<file path="src/hw/hpid_pkg.sv">
// package: register map, field layout, reset values and types for impedance detect
package hpid_pkg;
    // register word addresses (printed offsets are not all multiples of four: byte addr = 4*index)
    localparam logic [9:0] CAL_A_IDX   = 10'h087;
    localparam logic [9:0] CAL_B_IDX   = 10'h088;
    localparam logic [9:0] DRV_L_IDX   = 10'h225;
    localparam logic [9:0] CTRL_IDX    = 10'h29b; // trigger, range, hold, mode
    localparam logic [9:0] STAT_IDX    = 10'h29c; // complete flag, raw code
    localparam logic [9:0] LEVEL_IDX   = 10'h29d; // coarse level
    localparam logic [9:0] GPIO_IDX    = 10'h29e; // gpio source select
    // control and status register fields
    localparam int TRIG_BIT   = 0;
    localparam int RANGE_LSB  = 9;
    localparam int HOLD_LSB   = 5;
    localparam int MODE_LSB   = 12;
    localparam int DONE_BIT   = 15;
    // driver control fields
    localparam int FLWR_BIT   = 2;
    localparam int CLMPI_BIT  = 1;
    localparam int CLMPO_BIT  = 0;
    localparam int OUT_EN_BIT = 3;
    // reset values
    localparam logic [1:0] RANGE_RST = 2'h0;
    localparam logic [2:0] HOLD_RST  = 3'h1;
    localparam logic [2:0] MODE_RST  = 3'h0;
    localparam logic [3:0] DRV_RST   = 4'h6; // follower 1, input clamp 1, output clamp 0
    // factory calibration defaults, arbitrary neutral values
    localparam logic [15:0] CAL_A_RST = 16'h0000;
    localparam logic [15:0] CAL_B_RST = 16'h0000;
    // raw code validity window, for software
    localparam logic [9:0] RAW_MIN = 10'd169;
    localparam logic [9:0] RAW_MAX = 10'd1019;
    // detect clock: 50 MHz / 3125 = 16 kHz
    localparam int SYS_CLK_HZ = 50000000;
    localparam int DET_CLK_HZ = 16000;
    localparam int DET_DIV    = SYS_CLK_HZ / DET_CLK_HZ;
    // detect mode codes
    typedef enum logic [2:0] {
        HPID_MODE_OFF   = 3'h0,
        HPID_MODE_LEFT  = 3'h1,
        HPID_MODE_RIGHT = 3'h2,
        HPID_MODE_MIC   = 3'h4
    } hpid_mode_e;
    // result from the analogue sweep
    typedef struct packed {
        logic       valid;
        logic [9:0] raw;
        logic [7:0] level;
    } hpid_result_s;
    // analogue sweep request
    typedef struct packed {
        logic       start;
        logic [1:0] range;
        logic [2:0] pin_sel;
    } hpid_sweep_s;
endpackage

</file>
<file path="src/hw/hpid_core.sv">
// impedance detect control, results, calibration, driver bits, avalon slave
// Behaviour
// writing one to measure_trigger starts a new measurement every time
// complete flag sets at measurement end, stays until next trigger
// raw_result_code of the finished measurement is readable once complete
// software accepts raw codes only between 169 and 1019 inclusive
// software starts at range 00, increments range when code below 169
// coarse_level_field reported on completion, usable inside selected range
// on mic detect pin only level is valid, range setting ignored
// completion drives an event input of the interrupt controller
// detection status offered as a selectable general-purpose output source
// software decode keeps at least five decimal places
// offset and gradient calibration fields are factory-set, software readable
// base_offset_cal signed 6-bit at bits 9:4 of calibration a
// range deltas signed 4-bit; range3 delta split over bits 15:14
// slope fields signed 7-bit half steps at 13:7 and 6:0 of b
// software clears follower and input clamp, sets output clamp bit
// output enable change reloads follower, clamps; resets 1,1,0
// detect_mode_sel 001 left, 010 right, 100 mic pin
// impedance_range_sel 00..11 chooses range; only valid for left or right
// ramp_hold_time picks 1..1024 detect clocks between ramps, reset 001
// trigger reads zero; trigger write clears complete flag same cycle
//
// Our own choice: the Avalon-MM interface to the registers.
module hpid_core #(
    parameter int DET_DIV_P = hpid_pkg::DET_DIV
) (
    // clock and reset
    input  wire logic                  sys_clk_i,
    input  wire logic                  nrst_i,
    // avalon-mm slave
    input  wire logic [11:0]           avs_address_i,
    input  wire logic                  avs_read_i,
    input  wire logic                  avs_write_i,
    input  wire logic [31:0]           avs_writedata_i,
    input  wire logic [3:0]            avs_byteenable_i,
    output logic      [31:0]           avs_readdata_o,
    output logic                       avs_waitrequest_o,
    output logic      [1:0]            avs_response_o,
    // analogue sweep
    output hpid_pkg::hpid_sweep_s      sweep_o,
    output logic                       hold_tick_o,
    input  wire hpid_pkg::hpid_result_s result_i,
    // left driver enable from output path
    input  wire logic                  left_out_en_i,
    // events and indication
    output logic                       irq_event_o,
    output logic                       gpio_o
);
    import hpid_pkg::*;

    // registers
    logic [15:0] cal_a_r, cal_b_r;
    logic [2:0]  drv_r;
    logic [1:0]  range_r;
    logic [2:0]  hold_r;
    logic [2:0]  mode_r;
    logic        gpio_sel_r;
    logic        done_r;
    logic [9:0]  raw_r;
    logic [7:0]  level_r;
    logic        busy_r;
    logic [31:0] rdata_r;
    logic        ack_r;
    logic        resp_err_r;
    logic        start_r;
    logic        irq_r, gpio_r, tick_r;
    logic [11:0] div_r;
    logic [10:0] hold_cnt_r;
    logic        en_q1_r, en_q2_r, en_q3_r;

    // bus decode: one wait cycle on every access, answer on the second edge
    wire        req      = (avs_read_i | avs_write_i) & ~ack_r;
    wire [9:0]  idx      = avs_address_i[11:2];
    wire        wr       = avs_write_i & ~ack_r & avs_byteenable_i[0] & avs_byteenable_i[1];
    wire        hit_cal_a = idx == CAL_A_IDX;
    wire        hit_cal_b = idx == CAL_B_IDX;
    wire        hit_drv  = idx == DRV_L_IDX;
    wire        hit_ctrl = idx == CTRL_IDX;
    wire        hit_stat = idx == STAT_IDX;
    wire        hit_lvl  = idx == LEVEL_IDX;
    wire        hit_gpio = idx == GPIO_IDX;
    wire        mapped   = hit_cal_a | hit_cal_b | hit_drv | hit_ctrl | hit_stat | hit_lvl
                           | hit_gpio;
    wire        trig_wr  = wr & hit_ctrl & avs_writedata_i[TRIG_BIT];
    wire        mic_mode = mode_r == HPID_MODE_MIC;

    // calibration field views
    wire signed [5:0] base_offset_cal      = cal_a_r[9:4];
    wire signed [3:0] range0_offset_delta  = cal_a_r[3:0];
    wire signed [3:0] range2_offset_delta  = cal_a_r[13:10];
    wire signed [3:0] range3_offset_delta  = {cal_b_r[15:14], cal_a_r[15:14]};
    wire signed [6:0] high_range_slope_cal = cal_b_r[13:7];
    wire signed [6:0] low_range_slope_cal  = cal_b_r[6:0];

    // read mux; trigger bit always reads zero
    wire [15:0] ctrl_rd = {1'b0, mode_r, 1'b0, range_r, 1'b0, hold_r, 5'h00};
    wire [15:0] stat_rd = {done_r, 5'h00, raw_r};
    wire [15:0] rd_mux  =
        hit_cal_a ? {range3_offset_delta[1:0], range2_offset_delta,
                     base_offset_cal, range0_offset_delta} :
        hit_cal_b ? {range3_offset_delta[3:2], high_range_slope_cal,
                     low_range_slope_cal} :
        hit_drv   ? {12'h000, left_out_en_i, drv_r} :
        hit_ctrl  ? ctrl_rd :
        hit_stat  ? stat_rd :
        hit_lvl   ? {8'h00, level_r} :
        hit_gpio  ? {15'h0000, gpio_sel_r} : 16'h0000;

    // left driver enable passes three flops; an agreed change is an edge
    wire        en_edge  = en_q2_r == en_q3_r ? 1'b0 : 1'b1;
    wire        en_now   = en_q2_r;

    // hold time in detect clocks
    wire [10:0] hold_len =
        hold_r == 3'h0 ? 11'd1   : hold_r == 3'h1 ? 11'd4   :
        hold_r == 3'h2 ? 11'd16  : hold_r == 3'h3 ? 11'd64  :
        hold_r == 3'h4 ? 11'd256 : hold_r == 3'h5 ? 11'd512 :
        hold_r == 3'h6 ? 11'd768 : 11'd1024;
    wire        det_tick = div_r == 12'(DET_DIV_P - 1);

    // bus handshake and read data
    always_ff @(posedge sys_clk_i or negedge nrst_i) begin
        if (!nrst_i) begin
            ack_r      <= 1'b0;
            rdata_r    <= 32'h0000_0000;
            resp_err_r <= 1'b0;
        end else begin
            ack_r      <= req;
            rdata_r    <= req ? {16'h0000, rd_mux} : rdata_r;
            resp_err_r <= req & ~mapped;
        end
    end

    // calibration and configuration writes
    always_ff @(posedge sys_clk_i or negedge nrst_i) begin
        if (!nrst_i) begin
            cal_a_r    <= CAL_A_RST;
            cal_b_r    <= CAL_B_RST;
            range_r    <= RANGE_RST;
            hold_r     <= HOLD_RST;
            mode_r     <= MODE_RST;
            gpio_sel_r <= 1'b0;
        end else if (wr) begin
            if (hit_cal_a) cal_a_r <= avs_writedata_i[15:0];
            if (hit_cal_b) cal_b_r <= avs_writedata_i[15:0];
            if (hit_gpio) gpio_sel_r <= avs_writedata_i[0];
            if (hit_ctrl) begin
                range_r <= avs_writedata_i[RANGE_LSB +: 2];
                hold_r  <= avs_writedata_i[HOLD_LSB +: 3];
                mode_r  <= avs_writedata_i[MODE_LSB +: 3];
            end
        end
    end

    // left driver bits: software writes; enable rise loads 001, enable fall reloads defaults
    always_ff @(posedge sys_clk_i or negedge nrst_i) begin
        if (!nrst_i) begin
            drv_r <= DRV_RST[2:0];
            en_q1_r <= 1'b0;
            en_q2_r <= 1'b0;
            en_q3_r <= 1'b0;
        end else begin
            en_q1_r <= left_out_en_i;
            en_q2_r <= en_q1_r;
            en_q3_r <= en_q2_r;
            if (en_edge)
                drv_r <= en_now ? 3'b001 : DRV_RST[2:0];
            else if (wr & hit_drv)
                drv_r <= avs_writedata_i[2:0];
        end
    end

    // measurement sequencing, completion and results
    always_ff @(posedge sys_clk_i or negedge nrst_i) begin
        if (!nrst_i) begin
            start_r <= 1'b0;
            busy_r  <= 1'b0;
            done_r  <= 1'b0;
            raw_r   <= 10'h000;
            level_r <= 8'h00;
            irq_r   <= 1'b0;
        end else begin
            start_r <= trig_wr;
            irq_r   <= 1'b0;
            if (trig_wr) begin
                busy_r <= 1'b1;
                done_r <= 1'b0;
            end else if (busy_r & result_i.valid & ~start_r) begin
                busy_r  <= 1'b0;
                done_r  <= 1'b1;
                raw_r   <= mic_mode ? 10'h000 : result_i.raw;
                level_r <= result_i.level;
                irq_r   <= 1'b1;
            end
        end
    end

    // detect clock divider and hold counter
    always_ff @(posedge sys_clk_i or negedge nrst_i) begin
        if (!nrst_i) begin
            div_r      <= 12'h000;
            hold_cnt_r <= 11'h000;
            tick_r     <= 1'b0;
        end else begin
            div_r  <= det_tick ? 12'h000 : div_r + 12'h001;
            tick_r <= 1'b0;
            if (start_r)
                hold_cnt_r <= hold_len;
            else if (det_tick && hold_cnt_r != 11'h000) begin
                hold_cnt_r <= hold_cnt_r - 11'h001;
                tick_r     <= hold_cnt_r == 11'h001;
            end
        end
    end

    // gpio indication: complete flag or measurement in progress
    always_ff @(posedge sys_clk_i or negedge nrst_i) begin
        if (!nrst_i)
            gpio_r <= 1'b0;
        else
            gpio_r <= gpio_sel_r ? busy_r : done_r;
    end

    // sweep request, range ignored in mic mode
    logic [5:0] sweep_r;
    always_ff @(posedge sys_clk_i or negedge nrst_i) begin
        if (!nrst_i)
            sweep_r <= 6'h00;
        else
            sweep_r <= {start_r, mic_mode ? 2'b00 : range_r, mode_r};
    end

    assign sweep_o           = sweep_r;
    assign hold_tick_o       = tick_r;
    assign irq_event_o       = irq_r;
    assign gpio_o            = gpio_r;
    assign avs_readdata_o    = rdata_r;
    assign avs_waitrequest_o = ~ack_r;
    assign avs_response_o    = {resp_err_r, 1'b0};
endmodule

</file>
<file path="config.mk">
export PLATFORM = sky130hd
export DESIGN_NAME = hpid_core
export DESIGN_NICKNAME = d
export VERILOG_FILES = /design/src/hw/hpid_pkg.sv /design/src/hw/hpid_core.sv
export SDC_FILE = /design/constraint.sdc
export NUM_CORES = 1
export LEC_CHECK = 0
export ABC_AREA = 1
export BUFFER_PORTS_ARGS = -buffer_cell sky130_fd_sc_hd__clkbuf_2
export CAP_MARGIN = 10
export CORE_MARGIN = 4
export CORE_UTILIZATION = 35
export CTS_CLUSTER_SIZE = 14
export DETAILED_ROUTE_END_ITERATION = 8
export GPL_TIMING_DRIVEN = 0
export HOLD_SLACK_MARGIN = 0.12
export PLACE_DENSITY = 0.54
export SLEW_MARGIN = 20
export SYNTH_ARGS = -nofsm -noshare
export SYNTH_HDL_FRONTEND = slang
export SYNTH_SLANG_ARGS = --single-unit
export TNS_END_PERCENT = 20
</file>
<file path="constraint.sdc">
create_clock -name sys_clk_i -period 1.77 [get_ports sys_clk_i]
set_input_delay 0.354 -clock sys_clk_i [delete_from_list [all_inputs] [get_ports sys_clk_i]]
set_output_delay 0.354 -clock sys_clk_i [all_outputs]
set_load 0.02 [all_outputs]
</file>
Word level (Yosys, flattened, before mapping)
Cells that the tools add are included.
{ "totals": {"ff_bits": 118, "latchBits": 0, "ramBits": 0, "rom_bits": 0, "in_bits": 72, "out_inout_bits": 44, "word_cells": 106, "mem_count": 0} }
{ "op_classes": {"addsub": 2, "mul": 0, "n_div": 0, "order_cmp": 0, "n_eq_ne": 18, "shifts": 0, "mux": 31, "n_bitwise": 21, "reduce_logical": 10} }
{ "ops": {"columns": ["op", "n"], "rows": [
  ["2-to-1 mux 11 bit", 9],
  ["2-to-1 mux 16 bit", 5],
  ["equality test 10 bit (second input constant)", 5],
  ["equality test 10 x 8 -> 1 bit (second input constant)", 2],
  ["adder 12 x 1 -> 12 bit (second input constant)", 1],
  ["equality test 12 bit (second input constant)", 1],
  ["equality test 3 bit (second input constant)", 4],
  ["2-to-1 mux 12 bit", 1],
  ["equality test 11 x 1 -> 1 bit (second input constant)", 1],
  ["nonzero test 11 bit", 1],
  ["subtractor 11 x 1 -> 11 bit (second input constant)", 1],
  ["bitwise AND 1 bit", 10],
  ["2-to-1 mux 1 bit", 10],
  ["2-to-1 mux 10 bit", 1],
  ["AND reduction 2 bit", 5],
  ["2-to-1 mux 3 bit", 3],
  ["2-to-1 mux 8 bit", 1],
  ["OR 1 bit", 7],
  ["equality test 3 x 2 -> 1 bit (second input constant)", 2],
  ["inverter 1 bit", 4],
  ["nonzero test 2 bit", 2],
  ["equality test 3 x 1 -> 1 bit (second input constant)", 1],
  ["zero test 3 bit", 1],
  ["2-to-1 mux 2 bit", 1],
  ["3 further kinds", 3]
]} }

Depth between registers and ports, before layout
{ "logic_depth": {"ltp_word": 9, "mapped_depth": 12, "ltp_nobuf": 11} }

Worst setup path before layout
OpenSTA, ideal clock, no wires.
{ "synth_path": {"kind": "reg2reg", "from": "reg div_r[0]", "to": "reg hold_cnt_r[1]", "setup_time_ns": 0.128, "arrival_time_ns": 1.389, "required_time_ns": 1.642, "slack_ns": 0.253, "stages_incl_launch_ff": 11, "path_buffers": 1, "period_less_slack_ns": 1.517, "cell_sequence": "dfrtp_1 > inv_1 > ha_1 > nand2_1 > nor2_1 > nand3_1 > inv_2 > nand2_2 > nand2_4 > buf_6 > o21ai_0"} }
{ "synth_between": {"elab_chain_cells": 3} }
{ "synth_lines": {"columns": ["element", "line", "text"], "rows": [
  ["from (decl)", "hpid_core.sv:68", "logic [11:0] div_r;"],
  ["from (signal assigned)", "hpid_core.sv:206", "div_r <= det_tick ? 12'h000 : div_r + 12'h001;"],
  ["equality test 12 bit", "hpid_core.sv:120", "wire det_tick = div_r == 12'(DET_DIV_P - 1);"],
  ["logical AND 1 bit", "hpid_core.sv:210", "else if (det_tick && hold_cnt_r != 11'h000) begin"],
  ["nonzero test 2 bit (no source line)", null, null],
  ["to (signal assigned)", "hpid_core.sv:209", "hold_cnt_r <= hold_len;"],
  ["to (signal assigned)", "hpid_core.sv:211", "hold_cnt_r <= hold_cnt_r - 11'h001;"],
  ["to (decl)", "hpid_core.sv:69", "logic [10:0] hold_cnt_r;"]
]} }
Every way passes these cells.
A chain may end at the register's enable or synchronous reset.

Worst setup path after layout
{ "layout_path": {"from": "reg ack_r", "to": "reg raw_r[8]"} }
{ "layout_between": {"elab_chain_cells": 8} }
{ "layout_lines": {"columns": ["element", "line", "text"], "rows": [
  ["from (decl)", "hpid_core.sv:64", "logic ack_r;"],
  ["from (signal assigned)", "hpid_core.sv:129", "ack_r <= req;"],
  ["inverter 1 bit", "hpid_core.sv:75", "wire wr = avs_write_i & ~ack_r & avs_byteenable_i[0] & avs_byteenable_i[1];"],
  ["bitwise AND 1 bit (3 in series)", "hpid_core.sv:75", null],
  ["bitwise AND 1 bit (2 in series)", "hpid_core.sv:85", "wire trig_wr = wr & hit_ctrl & avs_writedata_i[TRIG_BIT];"],
  ["inverter 1 bit (no source line)", null, null],
  ["AND reduction 2 bit (no source line)", null, null],
  ["to (signal assigned)", "hpid_core.sv:192", "raw_r <= mic_mode ? 10'h000 : result_i.raw;"],
  ["to (decl)", "hpid_core.sv:60", "logic [9:0] raw_r;"]
]} }
Every way passes these cells.

==> flow_summary.yaml <==
final_layout:
  antenna_cells: 0
  area_growth_pct: 25.4
  final_common_cell: "nand2_1"
  final_util_pct: 45.3
  final_cell_mix: "nand2_1, dfrtp_1, inv_1, o21ai_0, clkbuf_2"
  final_nets: 926
  design_area_sq_um: 7300
  drive_gt1_share_pct: 21.4
sta:
  hold_viol: 0
  finalSetupViolations: 0
  finClkSkew_ns: 0.00599
  whs_ns: 0.139
  final_max_slew_viol_count: 0
  rsz0062_at_grt: "yes"
  max_slew.worst_pin.slew_ns: 0.537
  max_clock_freq_ghz: 0.606
  finalCritPeriodShare_pct: 93.3
  relSlewSlack_pct: 64.2
  post-route-min-period_ns: 1.65
  setup_slack_ns: 0.118
detailed_routing:
  remaining_drc_errors: 0
  routedWlPerCell_microns: 13.7
  drtIter0Drc: 260
  avgViaCountPerCell: 4.47
  finalWirelength_mm: 14.8
  first_pass_iters: 7
  antenna_left: 0
  vias: 4812
setup_path:
  max_stage_delay_ns: 0.40
  worstSetupPathType: "register to register"
  crit_required_ns: 2.06
  critPathCaptureType: "register"
  crit_arrival_ns: 1.94
  worst_path_max_delay_cell: "dfrtp_1"
  critPathMaxFanout: 10
  worst_path_dominant_cell_family: "simple AND/OR/NAND/NOR gates"
  path_cells: "inv_2 > nand4_1 > nor2_4 > nand2_4 > nand2_4 > buf_8 > buf_8 > o21ai_0"
  critPathBufInv: 3
  start_kind: "register"
global_routing:
  grt_start_max_net_pins: 64
  track_usage_pct: 16.7
  grt_overflow: 0
  grt_pass1_wl_mm: 24.0
  antenna_found_initial: 1
  grt_pass1_vias: 4726
floorplan:
  design.portCount: 116
  die_h_microns: 137
  dieArea_sq_um: 18800
  initial_utilization_pct: 36.1
  rows: 46
  core_sq_um: 16100
  die_width_microns: 137
yosys:
  synth.top_cell.area_share_pct: 49.4
  synth_edf_count: 0
  yosysTopAreaCell: "dfrtp_1"
  synth_cells: 728
  synth_cell_types: 37
  syn_avg_cell_area_sq_um: 8.00
  syn_area_sq_um: 5820
  synthTopCellsByArea: "dfrtp_1, nand2_1, o21ai_0"
  synth-async-reset-ratio_pct: 100
  ys_ff_latch: 118
  ys.warnings.count: 0
  ys_seq_area_share_pct: 50.8
  ys.flop_type: "dfrtp_1"
pwr:
  ir_worst_vdd_mv: 0.685
  p_int_mw: 5.34
  p_per_area_nw_per_um2: 935
  power_switching_mw: 1.49
  switching_share_pct: 21.8
  power.leakage_nw: 3.97
  pwr-share-seq_pct: 40.4
  p_clk_share_pct: 53.6
  combPwrFrac_pct: 6.0
min_path:
  hold_path_class: "primary input to register"
cts:
  clock_latency_ns: 0.41
  cts_root_buffer: "clkbuf_16"
  cts_buffers: 17
  clk_pin_slew_ns: 0.05
  clock-sinks: 118
  htree_levels: 4
  cts_tree: "yes"
  clk_path_buf_depth: 2
placed_design:
  hpwlAfterDp_mm: 10.8
  postPlaceCellArea_sq_um: 6580
  place_ws_ns: -0.153
  io_buffers: 78
  gp_congestion: 0.803
run_status:
  status: "finished clean"
run:
  drv_cap: 0
## per-stage QoR
stage          total power [mW]  std cells  TNS (ns)
5_1_grt                    7.11       1077   -0.0381
6_report                   6.83       1077         0
3_3_place_gp               3.20       1038   -183.38
4_1_cts                    6.93       1075         0
3_5_place_dp               3.21       1039     -2.55
2_1_floorplan              3.02        744         0
## metal layers
| layer | share of wire (%) | wire [microns] | up-vias | GRT usage, % |
|---|---|---|---|---|
| li1 | - | - | 2526 | - |
| met3 | 3.6 | 536 | 10 | 4.63 |
| met2 | 47 | 6950 | 73 | 25.9 |
| met4 | 0.93 | 137 | 2 | 4.88 |
| met5 | 0.047 | 7 | - | 0 |
| met1 | 48 | 7140 | 2201 | 22.9 |
## cells by family (layout without fill, tap and decap cells)
kind of cell | Yosys count | count (layout) | share of synthesized area [%]
xor gates and xnor gates | 8 | 8 | 1.20
buffers and inverters | 128 | 245 | 10.2
and+or+nand+nor | 353 | 353 | 26.3
other | 1 | 17 | 0.0644
adders and majority gates | 5 | 5 | 1.07
DFF | 118 | 118 | 50.8
AOI/OAI and AO/OA | 115 | 115 | 10.4
## worst reg2reg max path, delay by kind of cell, from the launching register on
kind                   cells  cell delay, ns
buffers and inverters      3            0.35
flip-flops                 1            0.40
AO/OA/AOI/OAI              1            0.08
AND/OR/NAND/NOR            4            0.70
## cell usage after synthesis (5+ instances only)
cell type,n
o21ai_0,81
ha_1,5
xor2_1,8
a21oi_1,11
nand3_1,33
nor2_4,5
nand2_2,7
buf_2,8
dfrtp_1,115
nand2_1,209
buf_4,18
nor2_1,65
inv_1,83
o21ai_1,8
nand4_1,18
inv_2,6
nor3_1,6
clkbuf_1,6
## final timing paths
check / slack [ns] / start / endpoint / depth (start not counted)
worst max-delay path: 0.12 / ack_r / raw_r[8] / 8
worst min-delay path: 0.14 / result_i[4] / level_r[4] / 3
worst max register to register: 0.12 / ack_r / raw_r[8] / 8
worst min register to register: 0.35 / en_q1_r / en_now / 0
max in group asynchronous: 0.62 / nrst_i / cal_a_r[11] / 3
min in group asynchronous: 0.49 / nrst_i / hold_cnt_r[3] / 2
## registers in the layout (all words and copies together) (netlist names), 2 cells and up
name            cells
hold_r              3
hold_cnt_r         11
drv_r               3
div_r              12
avs_readdata_o     16
range_r             2
raw_r              10
mode_r              3
sweep_o             6
level_r             8
cal_a_r            16
cal_b_r            16
## final cells by class
| type | instances | area [sq um] |
|---|---|---|
| plain buffers | 37 | 254 |
| clock buffers | 23 | 478 |
| clock inverters | 8 | 146 |
| fillers | 1606 | 8810 |
| inverters | 91 | 344 |
| multi-input cells | 498 | 2360 |
| flip-flops and latches | 118 | 2960 |
| well taps | 216 | 270 |
| repair buffers | 86 | 492 |
## repair_timing
action                                  4_1_cts  5_1_grt
pin swaps                                     0        4
gates resized for setup                       1       14
hold buffers                                  5        0
buffers inserted                              0        2
endpoints found under the setup margin       10       36
endpoints found under the hold margin        63        0
## power by group through the flow
stage	Sequential [mW]	Combinational [mW]	Clock, mW
after floorplan	2.81	0.210	0
after global placement	2.80	0.400	0
after detailed placement	2.80	0.409	0
after CTS	2.76	0.419	3.75
after global routing	2.76	0.470	3.87
final	2.76	0.412	3.66
No activity file was read; power rests on OpenSTA's default activity.
